## src/iscc_pkg.sv

```systemverilog
// Purpose: Shared constants and types for the status and control code block.
// Assumes: Byte-wide command and status exchange with the host controller.
// Notes:   Codes are bit patterns of the command and status bytes.
package iscc_pkg;
  localparam logic [7:0] CMD_STATE_REPORT_OFF  = 8'h93;
  localparam logic [7:0] CMD_STATE_REPORT_ON   = 8'h92;
  localparam logic [7:0] CMD_EXTRA_IRQ_ON      = 8'h94;
  localparam logic [7:0] CMD_EXTRA_IRQ_OFF     = 8'h95;
  localparam logic [7:0] CMD_INVERT_FIRST      = 8'h9D;
  localparam logic [7:0] CMD_INVERT_SECOND     = 8'h9E;
  localparam logic [7:0] CMD_NORMAL_POLARITY   = 8'h9F;
  localparam logic [4:0] CMD_PIN_REDEFINE_TOP  = 5'h1C;
  localparam logic [7:0] CMD_MESSAGE_IRQ_ON    = 8'h10;
  localparam logic [7:0] CMD_MESSAGE_IRQ_OFF   = 8'h11;
  localparam logic [7:0] CMD_MF_ONE_IRQ_ON     = 8'h12;
  localparam logic [7:0] CMD_MF_ONE_IRQ_OFF    = 8'h13;
  localparam logic [7:0] CMD_TICK_EVERY_ON     = 8'h22;
  localparam logic [7:0] CMD_TICK_EVERY_OFF    = 8'h23;
  localparam logic [7:0] CMD_TICK_SIXTH_ON     = 8'h24;
  localparam logic [7:0] CMD_TICK_SIXTH_OFF    = 8'h25;
  localparam logic [7:0] CMD_MF_TWO_IRQ_ON     = 8'h26;
  localparam logic [7:0] CMD_MF_TWO_IRQ_OFF    = 8'h27;

  localparam logic [7:0] ST_FAR_END_SIGNAL     = 8'h02;
  localparam logic [7:0] ST_ACTIVATION_PENDING = 8'h03;
  localparam logic [7:0] ST_ACTIVATION_DONE    = 8'h0C;
  localparam logic [7:0] ST_FRAME_LOSS_ERROR   = 8'h0E;
  localparam logic [7:0] ST_DEACTIVATED        = 8'h0F;
  localparam logic [7:0] ST_MESSAGE_SENT       = 8'h06;
  localparam logic [7:0] ST_CONTENTION_LOST    = 8'h07;
  localparam logic [7:0] ST_MF_TX_TICK         = 8'h04;
  localparam logic [7:0] ST_RX_MF_ERROR        = 8'h05;
  localparam logic [7:0] ST_SLIP_TX            = 8'h09;
  localparam logic [7:0] ST_SLIP_RX            = 8'h0A;
  localparam logic [7:0] ST_SLIP_BOTH          = 8'h0B;
  localparam logic [7:0] ST_NO_CHANGE          = 8'h00;
  localparam logic [3:0] ST_MF_BUF_ONE_TOP     = 4'h3;
  localparam logic [3:0] ST_MF_BUF_TWO_TOP     = 4'h5;
  localparam int         STATE_FLAG_BIT        = 7;
  localparam int         TICK_SIXTH_COUNT      = 6;
  localparam int         NUM_EVENTS            = 14;

  // Reset values of the control flags.
  localparam logic RST_STATE_REPORT  = 1'b0;
  localparam logic RST_EXTRA_IRQ     = 1'b0;
  localparam logic RST_INVERT        = 1'b0;
  localparam logic RST_MESSAGE_IRQ   = 1'b1;
  localparam logic RST_MF_IRQ        = 1'b0;
  localparam logic RST_TICK          = 1'b0;
  localparam logic [2:0] RST_PIN_SEL = 3'h0;

  typedef struct packed {
    logic       state_report;
    logic       extra_irq;
    logic       invert_first;
    logic       invert_second;
    logic       message_irq;
    logic       mf_one_irq;
    logic       mf_two_irq;
    logic       tick_every;
    logic       tick_sixth;
    logic [2:0] pin_sel;
  } iscc_ctrl_s;

  typedef struct packed {
    logic       far_end_signal;
    logic       activation_pending;
    logic       activation_done;
    logic       frame_loss_error;
    logic       deactivated_flag;
    logic       message_sent;
    logic       contention_lost;
    logic       mf_rx_buf_one;
    logic       mf_rx_buf_two;
    logic       mf_boundary;
    logic       rx_violation;
    logic       slip_tx;
    logic       slip_rx;
    logic [3:0] mf_one_bits;
    logic [3:0] mf_two_bits;
  } iscc_evt_s;

  typedef enum {EV_FAR, EV_PEND, EV_DONE, EV_ERR, EV_DEACT, EV_SENT, EV_CONT,
                EV_MF1, EV_MF2, EV_TICK, EV_RX_MULTIFRAME_ERROR, EV_SLTX, EV_SLRX, EV_SLBOTH} iscc_ev_e;
endpackage

```

## src/iscc_top.sv

```systemverilog
// Purpose: Decodes control commands and returns prioritised status codes.
// Assumes: Event inputs come from the link clock domain and are sampled on
//          its rising edges; cmd_valid comes from clk_sys logic.
// Notes:   One pending event is returned per command exchange.
`timescale 1ns/1ps
module iscc_top
  import iscc_pkg::*;
(
  input  wire logic       clk_sys,      // 50 MHz system clock.
  input  wire logic       srst,         // Synchronous reset, active high.
  input  wire logic       ce,           // Clock enable; low freezes all state.
  input  wire logic       link_clk,     // Link clock pin, sampled.
  input  wire logic       cmd_valid,    // Command byte strobe, one cycle.
  input  wire logic [7:0] cmd_byte,     // Command register byte.
  input  wire iscc_evt_s  evt,          // Event levels from line logic.
  input  wire logic [2:0] line_state,   // Activation state bits.
  output logic [7:0]      status_byte,  // Status register byte.
  output logic            status_valid, // Status ready pulse.
  output logic            irq,          // Interrupt level: status pending.
  output iscc_ctrl_s      ctrl          // Current control settings.
);
  logic        link_rise;
  iscc_evt_s   evt_m;
  iscc_evt_s   evt_s;
  iscc_evt_s   evt_p;
  logic [NUM_EVENTS-1:0] pend;
  logic [NUM_EVENTS-1:0] set_ev;
  logic [NUM_EVENTS-1:0] clr_ev;
  logic [3:0]  mf_one_hold;
  logic [3:0]  mf_two_hold;
  logic [2:0]  tick_cnt;
  logic [2:0]  state_s1;
  logic [2:0]  state_s2;
  logic [7:0]  next_status;
  logic [NUM_EVENTS-1:0] next_clr;

  iscc_link_sync u_sync (
    .clk_sys  (clk_sys),
    .srst     (srst),
    .ce       (ce),
    .link_clk (link_clk),
    .rise     (link_rise)
  );

  // Event levels are outside the clock domain: two stages before use.
  always_ff @(posedge clk_sys) begin
    if (srst) begin
      evt_m    <= '0;
      evt_s    <= '0;
      evt_p    <= '0;
      state_s1 <= '0;
      state_s2 <= '0;
    end else if (ce) begin
      evt_m    <= evt;
      evt_s    <= evt_m;
      state_s1 <= line_state;
      state_s2 <= state_s1;
      if (link_rise) begin
        evt_p <= evt_s;
      end
    end
  end

  function automatic logic rose(input logic now, input logic was);
    return now & ~was;
  endfunction

  function automatic logic cmd_is(input logic [7:0] b, input logic [7:0] c);
    return cmd_valid && (b == c);
  endfunction

  // Command decode into control flags.
  always_ff @(posedge clk_sys) begin
    if (srst) begin
      ctrl.state_report  <= RST_STATE_REPORT;
      ctrl.extra_irq     <= RST_EXTRA_IRQ;
      ctrl.invert_first  <= RST_INVERT;
      ctrl.invert_second <= RST_INVERT;
      ctrl.message_irq   <= RST_MESSAGE_IRQ;
      ctrl.mf_one_irq    <= RST_MF_IRQ;
      ctrl.mf_two_irq    <= RST_MF_IRQ;
      ctrl.tick_every    <= RST_TICK;
      ctrl.tick_sixth    <= RST_TICK;
      ctrl.pin_sel       <= RST_PIN_SEL;
    end else if (ce) begin
      if (cmd_is(cmd_byte, CMD_STATE_REPORT_OFF)) ctrl.state_report <= 1'b0;
      if (cmd_is(cmd_byte, CMD_STATE_REPORT_ON))  ctrl.state_report <= 1'b1;
      if (cmd_is(cmd_byte, CMD_EXTRA_IRQ_ON))     ctrl.extra_irq <= 1'b1;
      if (cmd_is(cmd_byte, CMD_EXTRA_IRQ_OFF))    ctrl.extra_irq <= 1'b0;
      if (cmd_is(cmd_byte, CMD_INVERT_FIRST))     ctrl.invert_first <= 1'b1;
      if (cmd_is(cmd_byte, CMD_INVERT_SECOND))    ctrl.invert_second <= 1'b1;
      if (cmd_is(cmd_byte, CMD_NORMAL_POLARITY)) begin
        ctrl.invert_first  <= 1'b0;
        ctrl.invert_second <= 1'b0;
      end
      if (cmd_valid && cmd_byte[7:3] == CMD_PIN_REDEFINE_TOP) begin
        ctrl.pin_sel <= cmd_byte[2:0];
      end
      if (cmd_is(cmd_byte, CMD_MESSAGE_IRQ_ON))   ctrl.message_irq <= 1'b1;
      if (cmd_is(cmd_byte, CMD_MESSAGE_IRQ_OFF))  ctrl.message_irq <= 1'b0;
      if (cmd_is(cmd_byte, CMD_MF_ONE_IRQ_ON))    ctrl.mf_one_irq <= 1'b1;
      if (cmd_is(cmd_byte, CMD_MF_ONE_IRQ_OFF))   ctrl.mf_one_irq <= 1'b0;
      if (cmd_is(cmd_byte, CMD_MF_TWO_IRQ_ON))    ctrl.mf_two_irq <= 1'b1;
      if (cmd_is(cmd_byte, CMD_MF_TWO_IRQ_OFF))   ctrl.mf_two_irq <= 1'b0;
      if (cmd_is(cmd_byte, CMD_TICK_EVERY_ON))    ctrl.tick_every <= 1'b1;
      if (cmd_is(cmd_byte, CMD_TICK_EVERY_OFF))   ctrl.tick_every <= 1'b0;
      if (cmd_is(cmd_byte, CMD_TICK_SIXTH_ON))    ctrl.tick_sixth <= 1'b1;
      if (cmd_is(cmd_byte, CMD_TICK_SIXTH_OFF))   ctrl.tick_sixth <= 1'b0;
    end
  end

  // Boundary counter for the every-sixth tick.
  always_ff @(posedge clk_sys) begin
    if (srst) begin
      tick_cnt <= '0;
    end else if (ce && link_rise && rose(evt_s.mf_boundary, evt_p.mf_boundary)) begin
      tick_cnt <= (tick_cnt == 3'(TICK_SIXTH_COUNT - 1)) ? 3'h0 : tick_cnt + 3'h1;
    end
  end

  // Event edges, gated by their enables.
  always_comb begin
    set_ev = '0;
    if (ce && link_rise) begin
      set_ev[EV_FAR]   = rose(evt_s.far_end_signal, evt_p.far_end_signal);
      set_ev[EV_PEND]  = rose(evt_s.activation_pending, evt_p.activation_pending);
      set_ev[EV_DONE]  = rose(evt_s.activation_done, evt_p.activation_done);
      set_ev[EV_ERR]   = rose(evt_s.frame_loss_error, evt_p.frame_loss_error);
      set_ev[EV_DEACT] = rose(evt_s.deactivated_flag, evt_p.deactivated_flag);
      set_ev[EV_SENT]  = ctrl.message_irq & rose(evt_s.message_sent, evt_p.message_sent);
      set_ev[EV_CONT]  = rose(evt_s.contention_lost, evt_p.contention_lost);
      set_ev[EV_MF1]   = ctrl.mf_one_irq & rose(evt_s.mf_rx_buf_one, evt_p.mf_rx_buf_one);
      set_ev[EV_MF2]   = ctrl.mf_two_irq & rose(evt_s.mf_rx_buf_two, evt_p.mf_rx_buf_two);
      set_ev[EV_TICK]  = rose(evt_s.mf_boundary, evt_p.mf_boundary)
                         & (ctrl.tick_every
                            | (ctrl.tick_sixth && tick_cnt == 3'(TICK_SIXTH_COUNT - 1)));
      set_ev[EV_RX_MULTIFRAME_ERROR]  = ctrl.extra_irq & rose(evt_s.rx_violation, evt_p.rx_violation);
      // A slip on both buffers in one edge gives a single combined report.
      set_ev[EV_SLBOTH] = ctrl.extra_irq & rose(evt_s.slip_tx, evt_p.slip_tx)
                          & rose(evt_s.slip_rx, evt_p.slip_rx);
      set_ev[EV_SLTX]  = ctrl.extra_irq & rose(evt_s.slip_tx, evt_p.slip_tx)
                         & ~set_ev[EV_SLBOTH];
      set_ev[EV_SLRX]  = ctrl.extra_irq & rose(evt_s.slip_rx, evt_p.slip_rx)
                         & ~set_ev[EV_SLBOTH];
    end
  end

  // Latch message bits with their buffer event.
  always_ff @(posedge clk_sys) begin
    if (srst) begin
      mf_one_hold <= '0;
      mf_two_hold <= '0;
    end else if (ce) begin
      if (set_ev[EV_MF1]) mf_one_hold <= evt_s.mf_one_bits;
      if (set_ev[EV_MF2]) mf_two_hold <= evt_s.mf_two_bits;
    end
  end

  // Highest-priority pending event is answered on a command.
  always_comb begin
    next_clr = '0;
    if (ctrl.state_report) begin
      next_status = {1'b1, state_s2, 4'h0};
    end else begin
      next_status = ST_NO_CHANGE;
    end
    for (int i = NUM_EVENTS - 1; i >= 0; i--) begin
      if (pend[i]) begin
        next_clr = '0;
        next_clr[i] = 1'b1;
        case (iscc_ev_e'(i))
          EV_FAR:    next_status = ST_FAR_END_SIGNAL;
          EV_PEND:   next_status = ST_ACTIVATION_PENDING;
          EV_DONE:   next_status = ST_ACTIVATION_DONE;
          EV_ERR:    next_status = ST_FRAME_LOSS_ERROR;
          EV_DEACT:  next_status = ST_DEACTIVATED;
          EV_SENT:   next_status = ST_MESSAGE_SENT;
          EV_CONT:   next_status = ST_CONTENTION_LOST;
          EV_MF1:    next_status = {ST_MF_BUF_ONE_TOP, mf_one_hold};
          EV_MF2:    next_status = {ST_MF_BUF_TWO_TOP, mf_two_hold};
          EV_TICK:   next_status = ST_MF_TX_TICK;
          EV_RX_MULTIFRAME_ERROR:   next_status = ST_RX_MF_ERROR;
          EV_SLTX:   next_status = ST_SLIP_TX;
          EV_SLRX:   next_status = ST_SLIP_RX;
          EV_SLBOTH: next_status = ST_SLIP_BOTH;
          default:   next_status = ST_NO_CHANGE;
        endcase
      end
    end
  end

  assign clr_ev = (ce && cmd_valid) ? next_clr : '0;

  // Pending flags: a new event wins over a clear in the same cycle.
  always_ff @(posedge clk_sys) begin
    if (srst) begin
      pend <= '0;
    end else if (ce) begin
      pend <= (pend & ~clr_ev) | set_ev;
    end
  end

  always_ff @(posedge clk_sys) begin
    if (srst) begin
      status_byte  <= ST_NO_CHANGE;
      status_valid <= 1'b0;
      irq          <= 1'b0;
    end else if (ce) begin
      status_valid <= cmd_valid;
      if (cmd_valid) status_byte <= next_status;
      irq <= |((pend & ~clr_ev) | set_ev);
    end
  end

  // Control decode and answer format.
  chk_idle_no_irq: assert property (@(posedge clk_sys) disable iff (srst)
    (ce && cmd_valid && pend == '0 && set_ev == '0 && !ctrl.state_report) |=>
      (status_byte == ST_NO_CHANGE && !irq))
    else $error("idle answer not zero");

  chk_state_form: assert property (@(posedge clk_sys) disable iff (srst)
    (ce && cmd_valid && pend == '0 && ctrl.state_report) |=>
      (status_byte[STATE_FLAG_BIT] && status_byte[3:0] == 4'h0))
    else $error("state answer malformed");

  chk_cmd_report_off: assert property (@(posedge clk_sys) disable iff (srst)
    (ce && cmd_is(cmd_byte, CMD_STATE_REPORT_OFF)) |=> !ctrl.state_report)
    else $error("report not off");

  chk_extra_on: assert property (@(posedge clk_sys) disable iff (srst)
    (ce && cmd_is(cmd_byte, CMD_EXTRA_IRQ_ON)) |=> ctrl.extra_irq)
    else $error("extra interrupts not enabled");

  chk_extra_off: assert property (@(posedge clk_sys) disable iff (srst)
    (ce && cmd_is(cmd_byte, CMD_EXTRA_IRQ_OFF)) |=> !ctrl.extra_irq)
    else $error("extra interrupts not disabled");

  chk_extra_gate: assert property (@(posedge clk_sys) disable iff (srst)
    !ctrl.extra_irq |-> !(set_ev[EV_RX_MULTIFRAME_ERROR] | set_ev[EV_SLTX] | set_ev[EV_SLRX] | set_ev[EV_SLBOTH]))
    else $error("extra event while off");

  chk_invert_first: assert property (@(posedge clk_sys) disable iff (srst)
    (ce && cmd_is(cmd_byte, CMD_INVERT_FIRST)) |=> ctrl.invert_first)
    else $error("first channel not inverted");

  chk_invert_second: assert property (@(posedge clk_sys) disable iff (srst)
    (ce && cmd_is(cmd_byte, CMD_INVERT_SECOND)) |=> ctrl.invert_second)
    else $error("second channel not inverted");

  chk_polarity_norm: assert property (@(posedge clk_sys) disable iff (srst)
    (ce && cmd_is(cmd_byte, CMD_NORMAL_POLARITY)) |=>
      (!ctrl.invert_first && !ctrl.invert_second))
    else $error("polarity not restored");

  chk_pin_select: assert property (@(posedge clk_sys) disable iff (srst)
    (ce && cmd_valid && cmd_byte[7:3] == CMD_PIN_REDEFINE_TOP) |=>
      ctrl.pin_sel == $past(cmd_byte[2:0]))
    else $error("pin select wrong");

  // Event gating and answer codes; the lowest pending index is answered first.
  chk_far_code: assert property (@(posedge clk_sys) disable iff (srst)
    (ce && cmd_valid && pend[EV_FAR]) |=> status_byte == ST_FAR_END_SIGNAL)
    else $error("far-end code wrong");

  chk_sent_gate: assert property (@(posedge clk_sys) disable iff (srst)
    !ctrl.message_irq |-> !set_ev[EV_SENT])
    else $error("message event while off");

  chk_cont_code: assert property (@(posedge clk_sys) disable iff (srst)
    (ce && cmd_valid && next_clr[EV_CONT]) |=> status_byte == ST_CONTENTION_LOST)
    else $error("contention code wrong");

  chk_mf_one_form: assert property (@(posedge clk_sys) disable iff (srst)
    (ce && cmd_valid && next_clr[EV_MF1]) |=>
      status_byte == {ST_MF_BUF_ONE_TOP, $past(mf_one_hold)})
    else $error("first buffer report malformed");

  chk_mf_one_gate: assert property (@(posedge clk_sys) disable iff (srst)
    !ctrl.mf_one_irq |-> !set_ev[EV_MF1])
    else $error("first buffer event while off");

  chk_mf_two_gate: assert property (@(posedge clk_sys) disable iff (srst)
    !ctrl.mf_two_irq |-> !set_ev[EV_MF2])
    else $error("second buffer event while off");

  chk_tick_gate: assert property (@(posedge clk_sys) disable iff (srst)
    !(ctrl.tick_every || ctrl.tick_sixth) |-> !set_ev[EV_TICK])
    else $error("tick while both tick modes off");

  chk_rx_multiframe_error_code: assert property (@(posedge clk_sys) disable iff (srst)
    (ce && cmd_valid && next_clr[EV_RX_MULTIFRAME_ERROR]) |=> status_byte == ST_RX_MF_ERROR)
    else $error("receive error code wrong");

  chk_slip_single: assert property (@(posedge clk_sys) disable iff (srst)
    set_ev[EV_SLBOTH] |-> !(set_ev[EV_SLTX] || set_ev[EV_SLRX]))
    else $error("slip reported twice");

  chk_slip_code: assert property (@(posedge clk_sys) disable iff (srst)
    (ce && cmd_valid && next_clr[EV_SLBOTH]) |=> status_byte == ST_SLIP_BOTH)
    else $error("combined slip code wrong");

  chk_pend_raised: assert property (@(posedge clk_sys) disable iff (srst)
    (ce && link_rise && rose(evt_s.activation_pending, evt_p.activation_pending)) |->
      set_ev[EV_PEND])
    else $error("pending event missed");

  chk_err_raised: assert property (@(posedge clk_sys) disable iff (srst)
    (ce && link_rise && rose(evt_s.frame_loss_error, evt_p.frame_loss_error)) |->
      set_ev[EV_ERR])
    else $error("frame loss event missed");

  chk_done_code: assert property (@(posedge clk_sys) disable iff (srst)
    (ce && cmd_valid && next_clr[EV_DONE]) |=> status_byte == ST_ACTIVATION_DONE)
    else $error("activation done code wrong");

  chk_sent_default: assert property (@(posedge clk_sys)
    srst |=> ctrl.message_irq)
    else $error("message interrupt not on after reset");

  // Pending flags and answer strobe.
  chk_event_kept: assert property (@(posedge clk_sys) disable iff (srst)
    (ce && set_ev[EV_ERR]) |=> pend[EV_ERR])
    else $error("event lost");

  chk_one_clear: assert property (@(posedge clk_sys) disable iff (srst)
    $onehot0(clr_ev))
    else $error("more than one event cleared");

  chk_answer_pulse: assert property (@(posedge clk_sys) disable iff (srst)
    (ce && cmd_valid) |=> status_valid)
    else $error("no answer strobe");

  chk_answer_idle: assert property (@(posedge clk_sys) disable iff (srst)
    (ce && !cmd_valid) |=> !status_valid)
    else $error("answer strobe without command");

  chk_irq_level: assert property (@(posedge clk_sys) disable iff (srst)
    ce |=> (irq == (|pend)))
    else $error("interrupt level disagrees with pending flags");
endmodule

```

## src/iscc_link_sync.sv

```systemverilog
// Purpose: Two-stage synchroniser with edge detection for the link clock.
// Assumes: The link clock is much slower than clk_sys.
// Notes:   The first stage feeds only the second stage.
`timescale 1ns/1ps
module iscc_link_sync
  import iscc_pkg::*;
(
  input  wire logic clk_sys,   // System clock.
  input  wire logic srst,      // Synchronous reset.
  input  wire logic ce,        // Clock enable.
  input  wire logic link_clk,  // Link clock pin.
  output logic      rise       // One-cycle pulse on a rising link edge.
);
  logic meta;
  logic sync;
  logic prev;

  always_ff @(posedge clk_sys) begin
    if (srst) begin
      meta <= 1'b0;
      sync <= 1'b0;
      prev <= 1'b0;
      rise <= 1'b0;
    end else if (ce) begin
      meta <= link_clk;
      sync <= meta;
      prev <= sync;
      rise <= sync & ~prev;
    end
  end
endmodule

```

## config.mk

```make
export PLATFORM = sky130hd
export DESIGN_NAME = iscc_top
export DESIGN_NICKNAME = d
export VERILOG_FILES = /design/src/iscc_pkg.sv /design/src/iscc_top.sv /design/src/iscc_link_sync.sv
export SDC_FILE = /design/constraint.sdc
export NUM_CORES = 1
export LEC_CHECK = 0
export BUFFER_PORTS_ARGS = -buffer_cell sky130_fd_sc_hd__buf_2
export CAP_MARGIN = 0
export CORE_UTILIZATION = 47
export CTS_CLUSTER_DIAMETER = 100
export CTS_CLUSTER_SIZE = 20
export DETAILED_ROUTE_END_ITERATION = 16
export PLACE_DENSITY = 0.64
export SLEW_MARGIN = 20
export SYNTH_ARGS = -nofsm -noshare
export SYNTH_HDL_FRONTEND = slang
export SYNTH_HIERARCHICAL = 1
export SYNTH_SLANG_ARGS = --single-unit
```

## constraint.sdc

```tcl
create_clock -name clk_sys -period 2 [get_ports clk_sys]
set_input_delay 0.4 -clock clk_sys [delete_from_list [all_inputs] [get_ports clk_sys]]
set_output_delay 0.4 -clock clk_sys [all_outputs]
set_load 0.02 [all_outputs]
```

# Word level (Yosys, flattened, before mapping)
# Cells that the tools add are included.
# W data, S select, Z words.
classes:
  bitwise_logic: 43
  addsub: 1
  reduce_logical: 46
  n_mux: 49
  eq_ne: 19
op_table:
  columns: ["operator", "n"]
  rows:
  - ["$mux W14", 16]
  - ["$mux W8", 15]
  - ["$eq A8 B8 Y1 const B", 7]
  - ["$eq A8 B6 Y1 const B", 6]
  - ["$eq A8 B5 Y1 const B", 4]
  - ["$reduce_and A2 Y1", 14]
  - ["$and A1 B1 Y1", 24]
  - ["$logic_and A1 B1 Y1", 22]
  - ["$reduce_bool A2 Y1", 9]
  - ["$mux W1", 16]
  - ["$not A1 Y1", 15]
  - ["$and A14 B14 Y14", 1]
  - ["$not A14 Y14", 1]
  - ["$or A14 B14 Y14", 1]
  - ["$reduce_or A14 Y1", 1]
  - ["$eq A5 B5 Y1 const B", 1]
  - ["$add A3 B1 Y3 const B", 1]
  - ["$eq A3 B3 Y1 const B", 1]
  - ["$mux W3", 1]
  - ["$mux W2", 1]
  - ["$or A1 B1 Y1", 1]
word_totals:
  output_inout_bits: 22
  wordCells: 224
  in_bits: 37
  ff_bits: 112

# Depth between registers and ports, before layout
# Gate-level depths: netlist of run 1.
depth:
  depth_word: 19
  ltp_mapped: 8
  depth_no_buf: 6

# Cells and area by module
# The synthesis of run 1 kept the hierarchy.
modules_own_cells:
  columns: ["mod", "cells_per_inst", "instances", "seq_area_each_um2", "area_per_inst_um2"]
  rows:
  - ["iscc_top", 492, 1, 2162.1, 4351.7]
  - ["iscc_link_sync", 14, 1, 80.1, 148.9]

# Worst setup path after synthesis of run 1
# Ideal clock, no wire load.
synth_path:
  path_kind: "input to register"
  start: "input port cmd_byte[5]"
  end: "register ctrl[6] (netlist bit)"
  arrival_time_ns: 1.766
  slack_ns: 0.106
  required_time_ns: 1.872
  setup_time_ns: 0.128
  path_stages: 4
  path_cell_list: "or4b_1 or4b_2 a21oi_1 nor2_1"
synth_via:
  elab_chain_cells: 4
synth_rtl:
  columns: ["element", "line_no", "rtl"]
  rows:
  - ["from (decl)", "iscc_top.sv:14", "input wire logic [7:0] cmd_byte,"]
  - ["$eq A8 B5 Y1", "iscc_top.sv:69", "return cmd_valid && (b == c);"]
  - ["$logic_and A1 B1 Y1", "iscc_top.sv:69", null]
  - ["$reduce_bool A2 Y1 (no source line)", null, null]
  - ["$reduce_and A2 Y1 (no source line)", null, null]
  - ["to (decl)", "iscc_top.sv:20", "output iscc_ctrl_s ctrl"]
# Parallel ways exist; a longest one is shown, timed or not.
# A chain may end at the register's enable or synchronous reset.

# Worst setup path in the final report of run 1
layout_path:
  start: "register pend[1]"
  end: "register irq"
layout_via:
  elab_chain_cells: 7
layout_rtl:
  columns: ["element", "line_no", "rtl"]
  rows:
  - ["from (decl)", "iscc_top.sv:26", "logic [NUM_EVENTS-1:0] pend;"]
  - ["from (signal assigned)", "iscc_top.sv:199", "pend <= (pend & ~clr_ev) | set_ev;"]
  - ["$mux W14 (2 in a row)", "iscc_top.sv:168", "if (pend[i]) begin"]
  - ["$mux W14", "iscc_top.sv:192", "assign clr_ev = (ce && cmd_valid) ? next_clr : '0;"]
  - ["$not A14 Y14", "iscc_top.sv:211", "irq <= |((pend & ~clr_ev) | set_ev);"]
  - ["$and A14 B14 Y14 (*)", "iscc_top.sv:211", null]
  - ["$or A14 B14 Y14 (*)", "iscc_top.sv:211", null]
  - ["$reduce_or A14 Y1 (*)", "iscc_top.sv:211", null]
  - ["to (signal assigned)", "iscc_top.sv:211", null]
  - ["to (decl)", "iscc_top.sv:19", "output logic irq,"]
# Every way passes the cells marked *; elsewhere a longest branch is shown, timed or not.

==> results of run 1 <==
## kinds of logic (layout without fill, tap and decap cells)
group,after synthesis,after routing,share of synthesized area (%)
buffers and inverters,31,108,2.67
AO/OA/AOI/OAI,77,77,9.76
XOR/XNOR,2,2,0.389
flip-flops,112,112,49.8
multiplexers,64,64,14.2
adder cells (fa/ha/maj),1,1,0.250
AND/OR/NAND/NOR,219,219,22.9
## cell type report
type | instances | area [µm²] | area share, %
flip-flops and latches | 112 | 2240 | 42.5
inverters | 4 | 15.0 | 0.285
clock inverters | 5 | 35.0 | 0.664
repair buffers | 89 | 541 | 10.3
clock buffers | 10 | 128 | 2.42
well taps | 129 | 161 | 3.06
multi-input cells | 363 | 2150 | 40.8
## final timing paths
| check | from | cells past startpoint | end |
|---|---|---|---|
| min reg2reg | evt_p[12] | 2 | evt_p[12] |
| max | pend[1] | 6 | irq |
| max reg2reg | pend[1] | 6 | irq |
| min | evt[6] | 3 | evt_m[6] |
## critical path: stages (launching register included)
cell,delay [ns]
dfxtp_1,0.39
and4bb_2,0.37
nand4_2,0.11
or3_4,0.35
maj3_2,0.30
o22ai_1,0.14
a211oi_1,0.10
## synth_stat cells (all sizes together) (7+ instances only)
cell type    n
dfxtp      112
nor2       106
mux2i       64
a21oi       49
nand2       48
clkbuf      20
nand2b      11
o21ai       11
nor3         9
buf          7
nand4        7
nor2b        7
## through the flow
step	util, %	setup TNS (ns)
final	57.1	0
after global routing	57.1	0
after CTS	56.9	0
after detailed placement	55.2	-0.0572
after global placement	55.2	-0.0455
after floorplan	-	0
## power by group through the flow
stage | clock, W | combinational [W] | sequential (W)
2_1_floorplan | 0 | 0.000183 | 0.00236
3_3_place_gp | 0 | 0.000294 | 0.00237
3_5_place_dp | 0 | 0.000300 | 0.00237
4_1_cts | 0.00121 | 0.000301 | 0.00232
5_1_grt | 0.00130 | 0.000334 | 0.00232
6_report | 0.00117 | 0.000300 | 0.00232
## registers in the layout (all words and copies together) (netlist names), 3 cells and up
register     cells
evt_m           21
tick_cnt         3
evt_p           13
state_s1         3
mf_one_hold      4
pend            14
ctrl            12
evt_s           21
state_s2         3
status_byte      8
mf_two_hold      4
## routing by layer
| metal | track usage [%] | vias up | routed length (µm) |
|---|---|---|---|
| met2 | 32.6 | 52 | 4570 |
| met5 | 0 | - | 0 |
| li1 | - | 1885 | - |
| met3 | 3.62 | 9 | 267 |
| met1 | 26.3 | 1665 | 4690 |
| met4 | 6.79 | 0 | 97 |
## timing repair
item                       in CTS  in global routing
setup endpoints to repair       0                  1
resized for setup               0                  2
setup buffers                   0                  0
==> results_dict.tcl, run 1 <==
set metrics [dict create \
    grt_pass1_vias 3269 \
    yosys_most_used_dff "dfxtp_1" \
    finalWorstSetupSlack_ns 0.113 \
    criticalPathCategory "flop to flop" \
    wirelength_mm 9.63 \
    core_mm2 0.00924 \
    powerDensity_mw_per_mm2 718 \
    arrival_ns 2.12 \
    yosys.area.top_type "dfxtp_1" \
    drive_gt1_share_pct 19.7 \
    cts_tree "done" \
    start_util_pct 48.7 \
    avgSynthCellArea_um2 8.89 \
    portBuffers 58 \
    hold_viol_final 0 \
    num-nets-final 616 \
    drc 0 \
    ys_seq_area_share_pct 49.8 \
    synth-edff-count 0 \
    status "finished, final reports clean" \
    slew_violations 0 \
    yosysTopAreaCellShare_pct 49.8 \
    grt_pass1_wl_mm 15.6 \
    p_comb_share_pct 7.9 \
    root_buffer "clkbuf_8" \
    dp_hpwl_mm 6.83 \
    hp-class "primary input to flop" \
    area_delta_synth_final_pct 17.2 \
    design_area_mm2 0.00527 \
    die_area_mm2 0.00997 \
    power_w 0.00379 \
    dp.cells 697 \
    synth_fp_nets 543 \
    n_fill_cell 873 \
    ir_worst_vdd_uv 482 \
    cts_buffers 9 \
    ios 59 \
    via_count 3611 \
    diodes 0 \
    drtIter0Drc 121 \
    switching_share_pct 24.4 \
    internal_power_w 0.00286 \
    synth-async-reset-ratio_pct 0 \
    finalClockSkew_ns 0.0112 \
    hold_buffers 0 \
    max_cap_viol_count 0 \
    grt_start_max_net_pins 113 \
    whs_ns 0.260 \
    place_area_mm2 0.00510 \
    cp_max_fo 8 \
    synth_area_leaders "dfxtp_1 (50%), mux2i_1 (14%), nor2_1 (8.8%)" \
    std_cell_rows 35 \
    startpoint_type "flop" \
    yosysUniqueCellTypes 50 \
    dieWidth_um 99.9 \
    ys_seq_elements 112 \
    synth.cell_area_mm2 0.00450 \
    ant_nets 0 \
    cts.sinks 112 \
    grt-ovfl-total 0 \
    ctsHtreeMaxLevel 3 \
    leakagePower_nw 2.22 \
    setup_viol 0 \
    instances_no_fill 712 \
    clkLatencyLatePin_ns 0.36 \
    min_period_ns 1.89 \
    clk_pin_slew_ns 0.10 \
    grt_usage_pct 19.9 \
    worst_pin_slew_ns 0.717 \
    dr.pass1.iters 4 \
    die_y_um 99.9 \
    r2r_slack_ns 0.11 \
    pre_cts_ws_ns -0.0572 \
    final_cell_mix "dfxtp_1 (112), nor2_1 (106), mux2i_1 (64)" \
    wl_per_cell_um 13.5 \
    layout_commonest_cell "dfxtp_1" \
    max_clock_freq_mhz 530 \
    min_period_over_period_pct 94.3 \
    maxSlewHeadroom_pct 52.2 \
    cp-end-kind "flop" \
    antenna_found_initial 0 \
    cp.required_ns 2.23 \
    rsz0062_at_grt "no" \
    power_frac_seq_pct 61.1 \
    avgViaCountPerCell 5.07 \
    clkPwrFrac_pct 30.9 \
    gp_congestion 0.863 \
    p_sw_w 0.000923 \
    ys.warnings.count 6 \
    cts_buffer_depth 2 \
    synth_cells 506 \
]
(Power assumes the default switching activity.)
==> run 2: changes to the inputs <==
- CORE_MARGIN: unset -> 8
==> results_dict.tcl, run 2 (synthesized netlist as in run 1, its figures left out) <==
set metrics [dict create \
    status "finished, final reports clean" \
    met3_usage_pct 3.59 \
    ant_nets 0 \
    cts_setup_buffers 0 \
    startpoint_type "flop" \
    cp-end-kind "flop" \
    wirelength_mm 10.1 \
    die_y_um 114 \
    slowest_delay_ns 0.39 \
    ff_latch_area_mm2 0.00224 \
    slowest_stage "dfxtp_1" \
    hold_buffers 0 \
    grt_start_max_net_pins 47 \
    max_clock_freq_mhz 531 \
    cts_buffers 9 \
    dieWidth_um 114 \
    wl_per_cell_um 14.2 \
    power_w 0.00387 \
    ctsHtreeMaxLevel 3 \
    hold_viol_final 0 \
    rsz0062_at_grt "no" \
    start_util_pct 48.5 \
    root_buffer "clkbuf_8" \
    portBuffers 58 \
    grt-ovfl-total 0 \
    place_area_mm2 0.00511 \
    avgViaCountPerCell 5.12 \
    std_cell_rows 35 \
    dr.pass1.iters 4 \
    cts.sinks 112 \
    clk_pin_slew_ns 0.10 \
    grt_pass1_vias 3550 \
    via_count 3653 \
    grt_usage_pct 16.1 \
    grt_pass1_wl_mm 17.1 \
    grt-busiest-layer "met2" \
    final_cell_mix "dfxtp_1 (112), nor2_1 (106), mux2i_1 (64)" \
    met2_usage_pct 26.0 \
    criticalPathCategory "flop to flop" \
    design_area_mm2 0.00530 \
    die_area_mm2 0.0130 \
    whs_ns 0.259 \
    diodes 0 \
    max_cap_viol_count 0 \
    antenna_found_initial 0 \
    slew_violations 0 \
    drc 0 \
    ios 59 \
    cp.required_ns 2.26 \
    core_mm2 0.00928 \
    gp_congestion 0.895 \
    layout_commonest_cell "dfxtp_1" \
    n_fill_cell 885 \
    ir_worst_vdd_uv 423 \
    cts_buffer_depth 2 \
    maxSlewHeadroom_pct 51.5 \
    setup_viol 0 \
    min_period_ns 1.88 \
    num-nets-final 616 \
    multi_input_area_mm2 0.00214 \
    clkLatencyLatePin_ns 0.37 \
    leakagePower_nw 2.24 \
    grt_use_met1_pct 20.8 \
    drive_gt1_share_pct 19.5 \
    worst_pin_slew_ns 0.728 \
    drtIter0Drc 214 \
    dp_hpwl_mm 7.55 \
    min_period_over_period_pct 94.2 \
    instances_no_fill 713 \
    arrival_ns 2.15 \
    dp.cells 697 \
    finalClockSkew_ns 0.00784 \
    cp_max_fo 8 \
    powerDensity_mw_per_mm2 731 \
    reg_top3 "evt_m x21, evt_s x21, pend x14" \
    area_delta_synth_final_pct 17.8 \
    crit_chain "and4bb_2, nand4_2, or3_4, buf_4, o31a_1, a21oi_1, nor2_1" \
    hp-class "primary input to flop" \
    cts_tree "done" \
]
==> run 2: cell types whose count changed in the layout (fill, tap and decap cells not counted) <==
cell / before / now
clkinvlp_4: 4 / 1
buf_4: 32 / 31
clkbuf_8: 9 / 11
clkbuf_1: 1 / 2
clkinv_4: 0 / 1
buf_12: 1 / 2
clkinv_2: 1 / 0
nor4_2: 3 / 2
inv_6: 0 / 1
nor4_1: 1 / 2
==> run 2: path summary, 6_finish.rpt <==
path              slack, ns   endpoint  cells after the start      start
hold reg to reg        0.46  evt_p[14]                      2  evt_p[14]
hold / removal         0.26  evt_m[15]                      3    evt[15]
setup / recovery       0.12   pend[13]                      7    pend[1]
setup reg to reg       0.12   pend[13]                      7    pend[1]
==> run 2: cell type report <==
cell class              instances  area share (%)
clock buffers                  13            3.00
clock inverters                 3           0.472
inverters                       4           0.283
multi-input cells             363            40.5
flip-flops and latches        112            42.3
well taps                     129            3.05
repair buffers                 89            10.4
==> run 2: power by group <==
part	switching, W	internal [W]
clock network	0.000721	0.000530
logic	0.000166	0.000140
registers	0.0000332	0.00228
total	0.000920	0.00295
==> run 2: critical path: cells and delay by family (launching register included) <==
kind	cells	cell delay (ns)
buffers and inverters	1	0.15
flip-flops	1	0.39
AND/OR/NAND/NOR	4	0.89
AO/OA/AOI/OAI	2	0.34
==> run 2: stage by stage <==
step | utilization (%) | TNS, ns | worst slack, ns
after global placement | 55.0 | -0.0382 | -0.0382
after detailed placement | 55.0 | -0.0428 | -0.0428
after floorplan | - | 0 | 0.106
final | 57.1 | 0 | 0.116
after global routing | 57.1 | 0 | 0.0106
after CTS | 57.0 | 0 | 0.129
==> run 2: routing by layer <==
metal	up-vias	part of all wire [%]	wire length, µm
met5	-	0	0
met4	0	2.1	214
met3	16	4.5	455
met2	76	45	4580
met1	1673	48	4850
li1	1888	-	-
==> run 2: timing repair <==
item | CTS | global route
endpoints found under the setup margin | 0 | 1
resized for setup | 0 | 1
endpoints found under the hold margin | 0 | 0
==> run 3: changes to the inputs <==
- ABC_AREA: unset -> 1
- SLEW_MARGIN: 20 -> 15
==> results_dict.tcl, run 3 <==
set metrics [dict create \
    status "finished, final reports clean" \
    multi_input_area_mm2 0.00202 \
    drc 0 \
    ant_nets 0 \
    p_comb_share_pct 7.5 \
    slowest_delay_ns 0.39 \
    cts_buffer_depth 2 \
    cts_setup_buffers 0 \
    path_buf_inv 1 \
    num-nets-final 716 \
    clkPwrFrac_pct 32.8 \
    cts.sinks 112 \
    portBuffers 58 \
    ys_seq_area_share_pct 48.6 \
    min_period_ns 1.64 \
    reg_top3 "evt_m x21, evt_s x21, pend x14" \
    ys_seq_elements 112 \
    hold_depth 3 \
    critPathTopFamily "simple AND/OR/NAND/NOR gates" \
    ys.warnings.count 6 \
    gp_congestion 0.873 \
    die_y_um 115 \
    p_sw_w 0.00103 \
    switching_share_pct 26.3 \
    synth-edff-count 0 \
    cts_resized 0 \
    maxSlewHeadroom_pct 54.3 \
    ios 59 \
    pre_cts_ws_ns 0.219 \
    hp-class "primary input to flop" \
    finalClockSkew_ns 0.0157 \
    antenna_found_initial 0 \
    synth-async-reset-ratio_pct 0 \
    grt_pass1_wl_mm 18.8 \
    avgSynthCellArea_um2 7.32 \
    crit_top_cell "nand2_1" \
    start_util_pct 47.9 \
    synth_cells 630 \
    place_area_mm2 0.00503 \
    wirelength_mm 11.1 \
    slew_violations 0 \
    rsz0062_at_grt "no" \
    avgViaCountPerCell 4.96 \
    tns_ns 0 \
    grt-ovfl-total 0 \
    std_cell_rows 36 \
    dieWidth_um 115 \
    cp-end-kind "flop" \
    instances_no_fill 817 \
    n_fill_cell 1009 \
    internal_power_w 0.00289 \
    drtIter0Drc 292 \
    via_count 4051 \
    ys_top_cells_by_count "nor2_1 (152), dfxtp_1 (112), nand2_1 (91)" \
    dp.cells 801 \
    ff_latch_area_mm2 0.00224 \
    synth_area_leaders "dfxtp_1 (49%), nor2_1 (12%), nand2_1 (7.4%)" \
    dr.pass1.iters 5 \
    core_mm2 0.00964 \
    yosys.area.top_type "dfxtp_1" \
    max_cap_viol_count 0 \
    arrival_ns 1.91 \
    power_w 0.00392 \
    cp_max_fo 4 \
    finalWorstSetupSlack_ns 0.357 \
    setup_viol 0 \
    met2_usage_pct 26.4 \
    final_cell_mix "nor2_1 (152), dfxtp_1 (112), nand2_1 (91)" \
    synth_fp_nets 667 \
    yosys_most_used_dff "dfxtp_1" \
    worst_pin_slew_ns 0.685 \
    die_area_mm2 0.0132 \
    met3_usage_pct 3.99 \
    grt_start_max_net_pins 68 \
    cp.required_ns 2.27 \
    root_buffer "clkbuf_8" \
    power_frac_seq_pct 59.7 \
    diodes 0 \
    synth.cell_area_mm2 0.00461 \
    max_clock_freq_mhz 609 \
    hold_viol_final 0 \
    yosysTopAreaCellShare_pct 48.6 \
    dp_hpwl_mm 7.92 \
    grt_pass1_vias 3879 \
    ctsHtreeMaxLevel 3 \
    min_period_over_period_pct 82.2 \
    layout_commonest_cell "nor2_1" \
    ir_worst_vdd_uv 387 \
    hold_buffers 0 \
    design_area_mm2 0.00522 \
    leakagePower_nw 2.28 \
    cts_tree "done" \
    crit_chain "nor2_4, nand2_1, nor2_1, nand3_1, a21oi_1, nand2_1, nor2_1, nand3_1, nand2_1, inv_1" \
    grt_use_met1_pct 24.2 \
    cts_buffers 9 \
    clk_pin_slew_ns 0.12 \
    criticalPathCategory "flop to flop" \
    grt_usage_pct 17.5 \
    drive_gt1_share_pct 14.9 \
    reg2regPathDepth 10 \
    area_delta_synth_final_pct 13.1 \
    startpoint_type "flop" \
    r2r_slack_ns 0.36 \
    slowest_stage "dfxtp_1" \
    yosysUniqueCellTypes 40 \
    wl_per_cell_um 13.6 \
    powerDensity_mw_per_mm2 751 \
    crit_cells 10 \
    grt-busiest-layer "met2" \
    clkLatencyLatePin_ns 0.37 \
    synth_most_common_cell "nor2_1" \
]
run 3: changes by cell type after synthesis, moves of 5 or more:
cell      delta
mux2i_1     -64
o21ai_0     +54
inv_1       +47
nor2_1      +46
nand2_1     +43
nand3_1     +13
nand2b_1    -11
nor2b_1      -7
buf_1        -6
o21ai_1      +5
run 3: kinds of logic (layout without fill, tap and decap cells):
family | count (synthesis) | count (layout) | synth area share, %
DFF | 112 | 112 | 48.6
and+or+nand+nor | 293 | 293 | 27.3
buffers and inverters | 84 | 138 | 7.54
AOI/OAI and AO/OA | 141 | 141 | 16.6
run 3: final cells by class:
class,count,share of cell area [%]
clock buffer,10,2.45
tap,133,3.19
sequential,112,43.0
multi-input combinational,434,38.8
timing repair buffer,66,7.19
clock inverter,6,1.15
inverter,56,4.27
run 3: routing by layer:
metal / vias to the layer above / share of wire (%)
li1: 2133 / -
met1: 1806 / 49
met2: 100 / 43
met3: 12 / 5.8
met4: 0 / 1.3
met5: - / 0
run 3: final timing paths:
kind,endpoint,from
worst max-delay path,irq,pend[0]
worst min-delay path,evt_m[11],evt[11]
worst max register to register,irq,pend[0]
worst min register to register,evt_p[9],evt_p[9]
run 3: stage by stage:
step,hold WS (ns),util [%]
after global placement,0.437,52.2
after detailed placement,0.443,52.2
after global routing,0.233,54.1
final,0.241,54.1
after floorplan,0.429,-
after CTS,0.228,54.1
run 3: power by group through the flow:
stage	registers [W]	clock network [W]	logic, W
after floorplan	0.00238	0	0.000189
after global placement	0.00239	0	0.000289
after detailed placement	0.00239	0	0.000292
after CTS	0.00234	0.00133	0.000294
after global routing	0.00235	0.00141	0.000337
final	0.00234	0.00129	0.000294
run 3: tightest hold or removal path: cells and delay by family:
kind                   cells  cell delay, ns
and+or+nand+nor            2            0.11
buffers and inverters      1            0.07
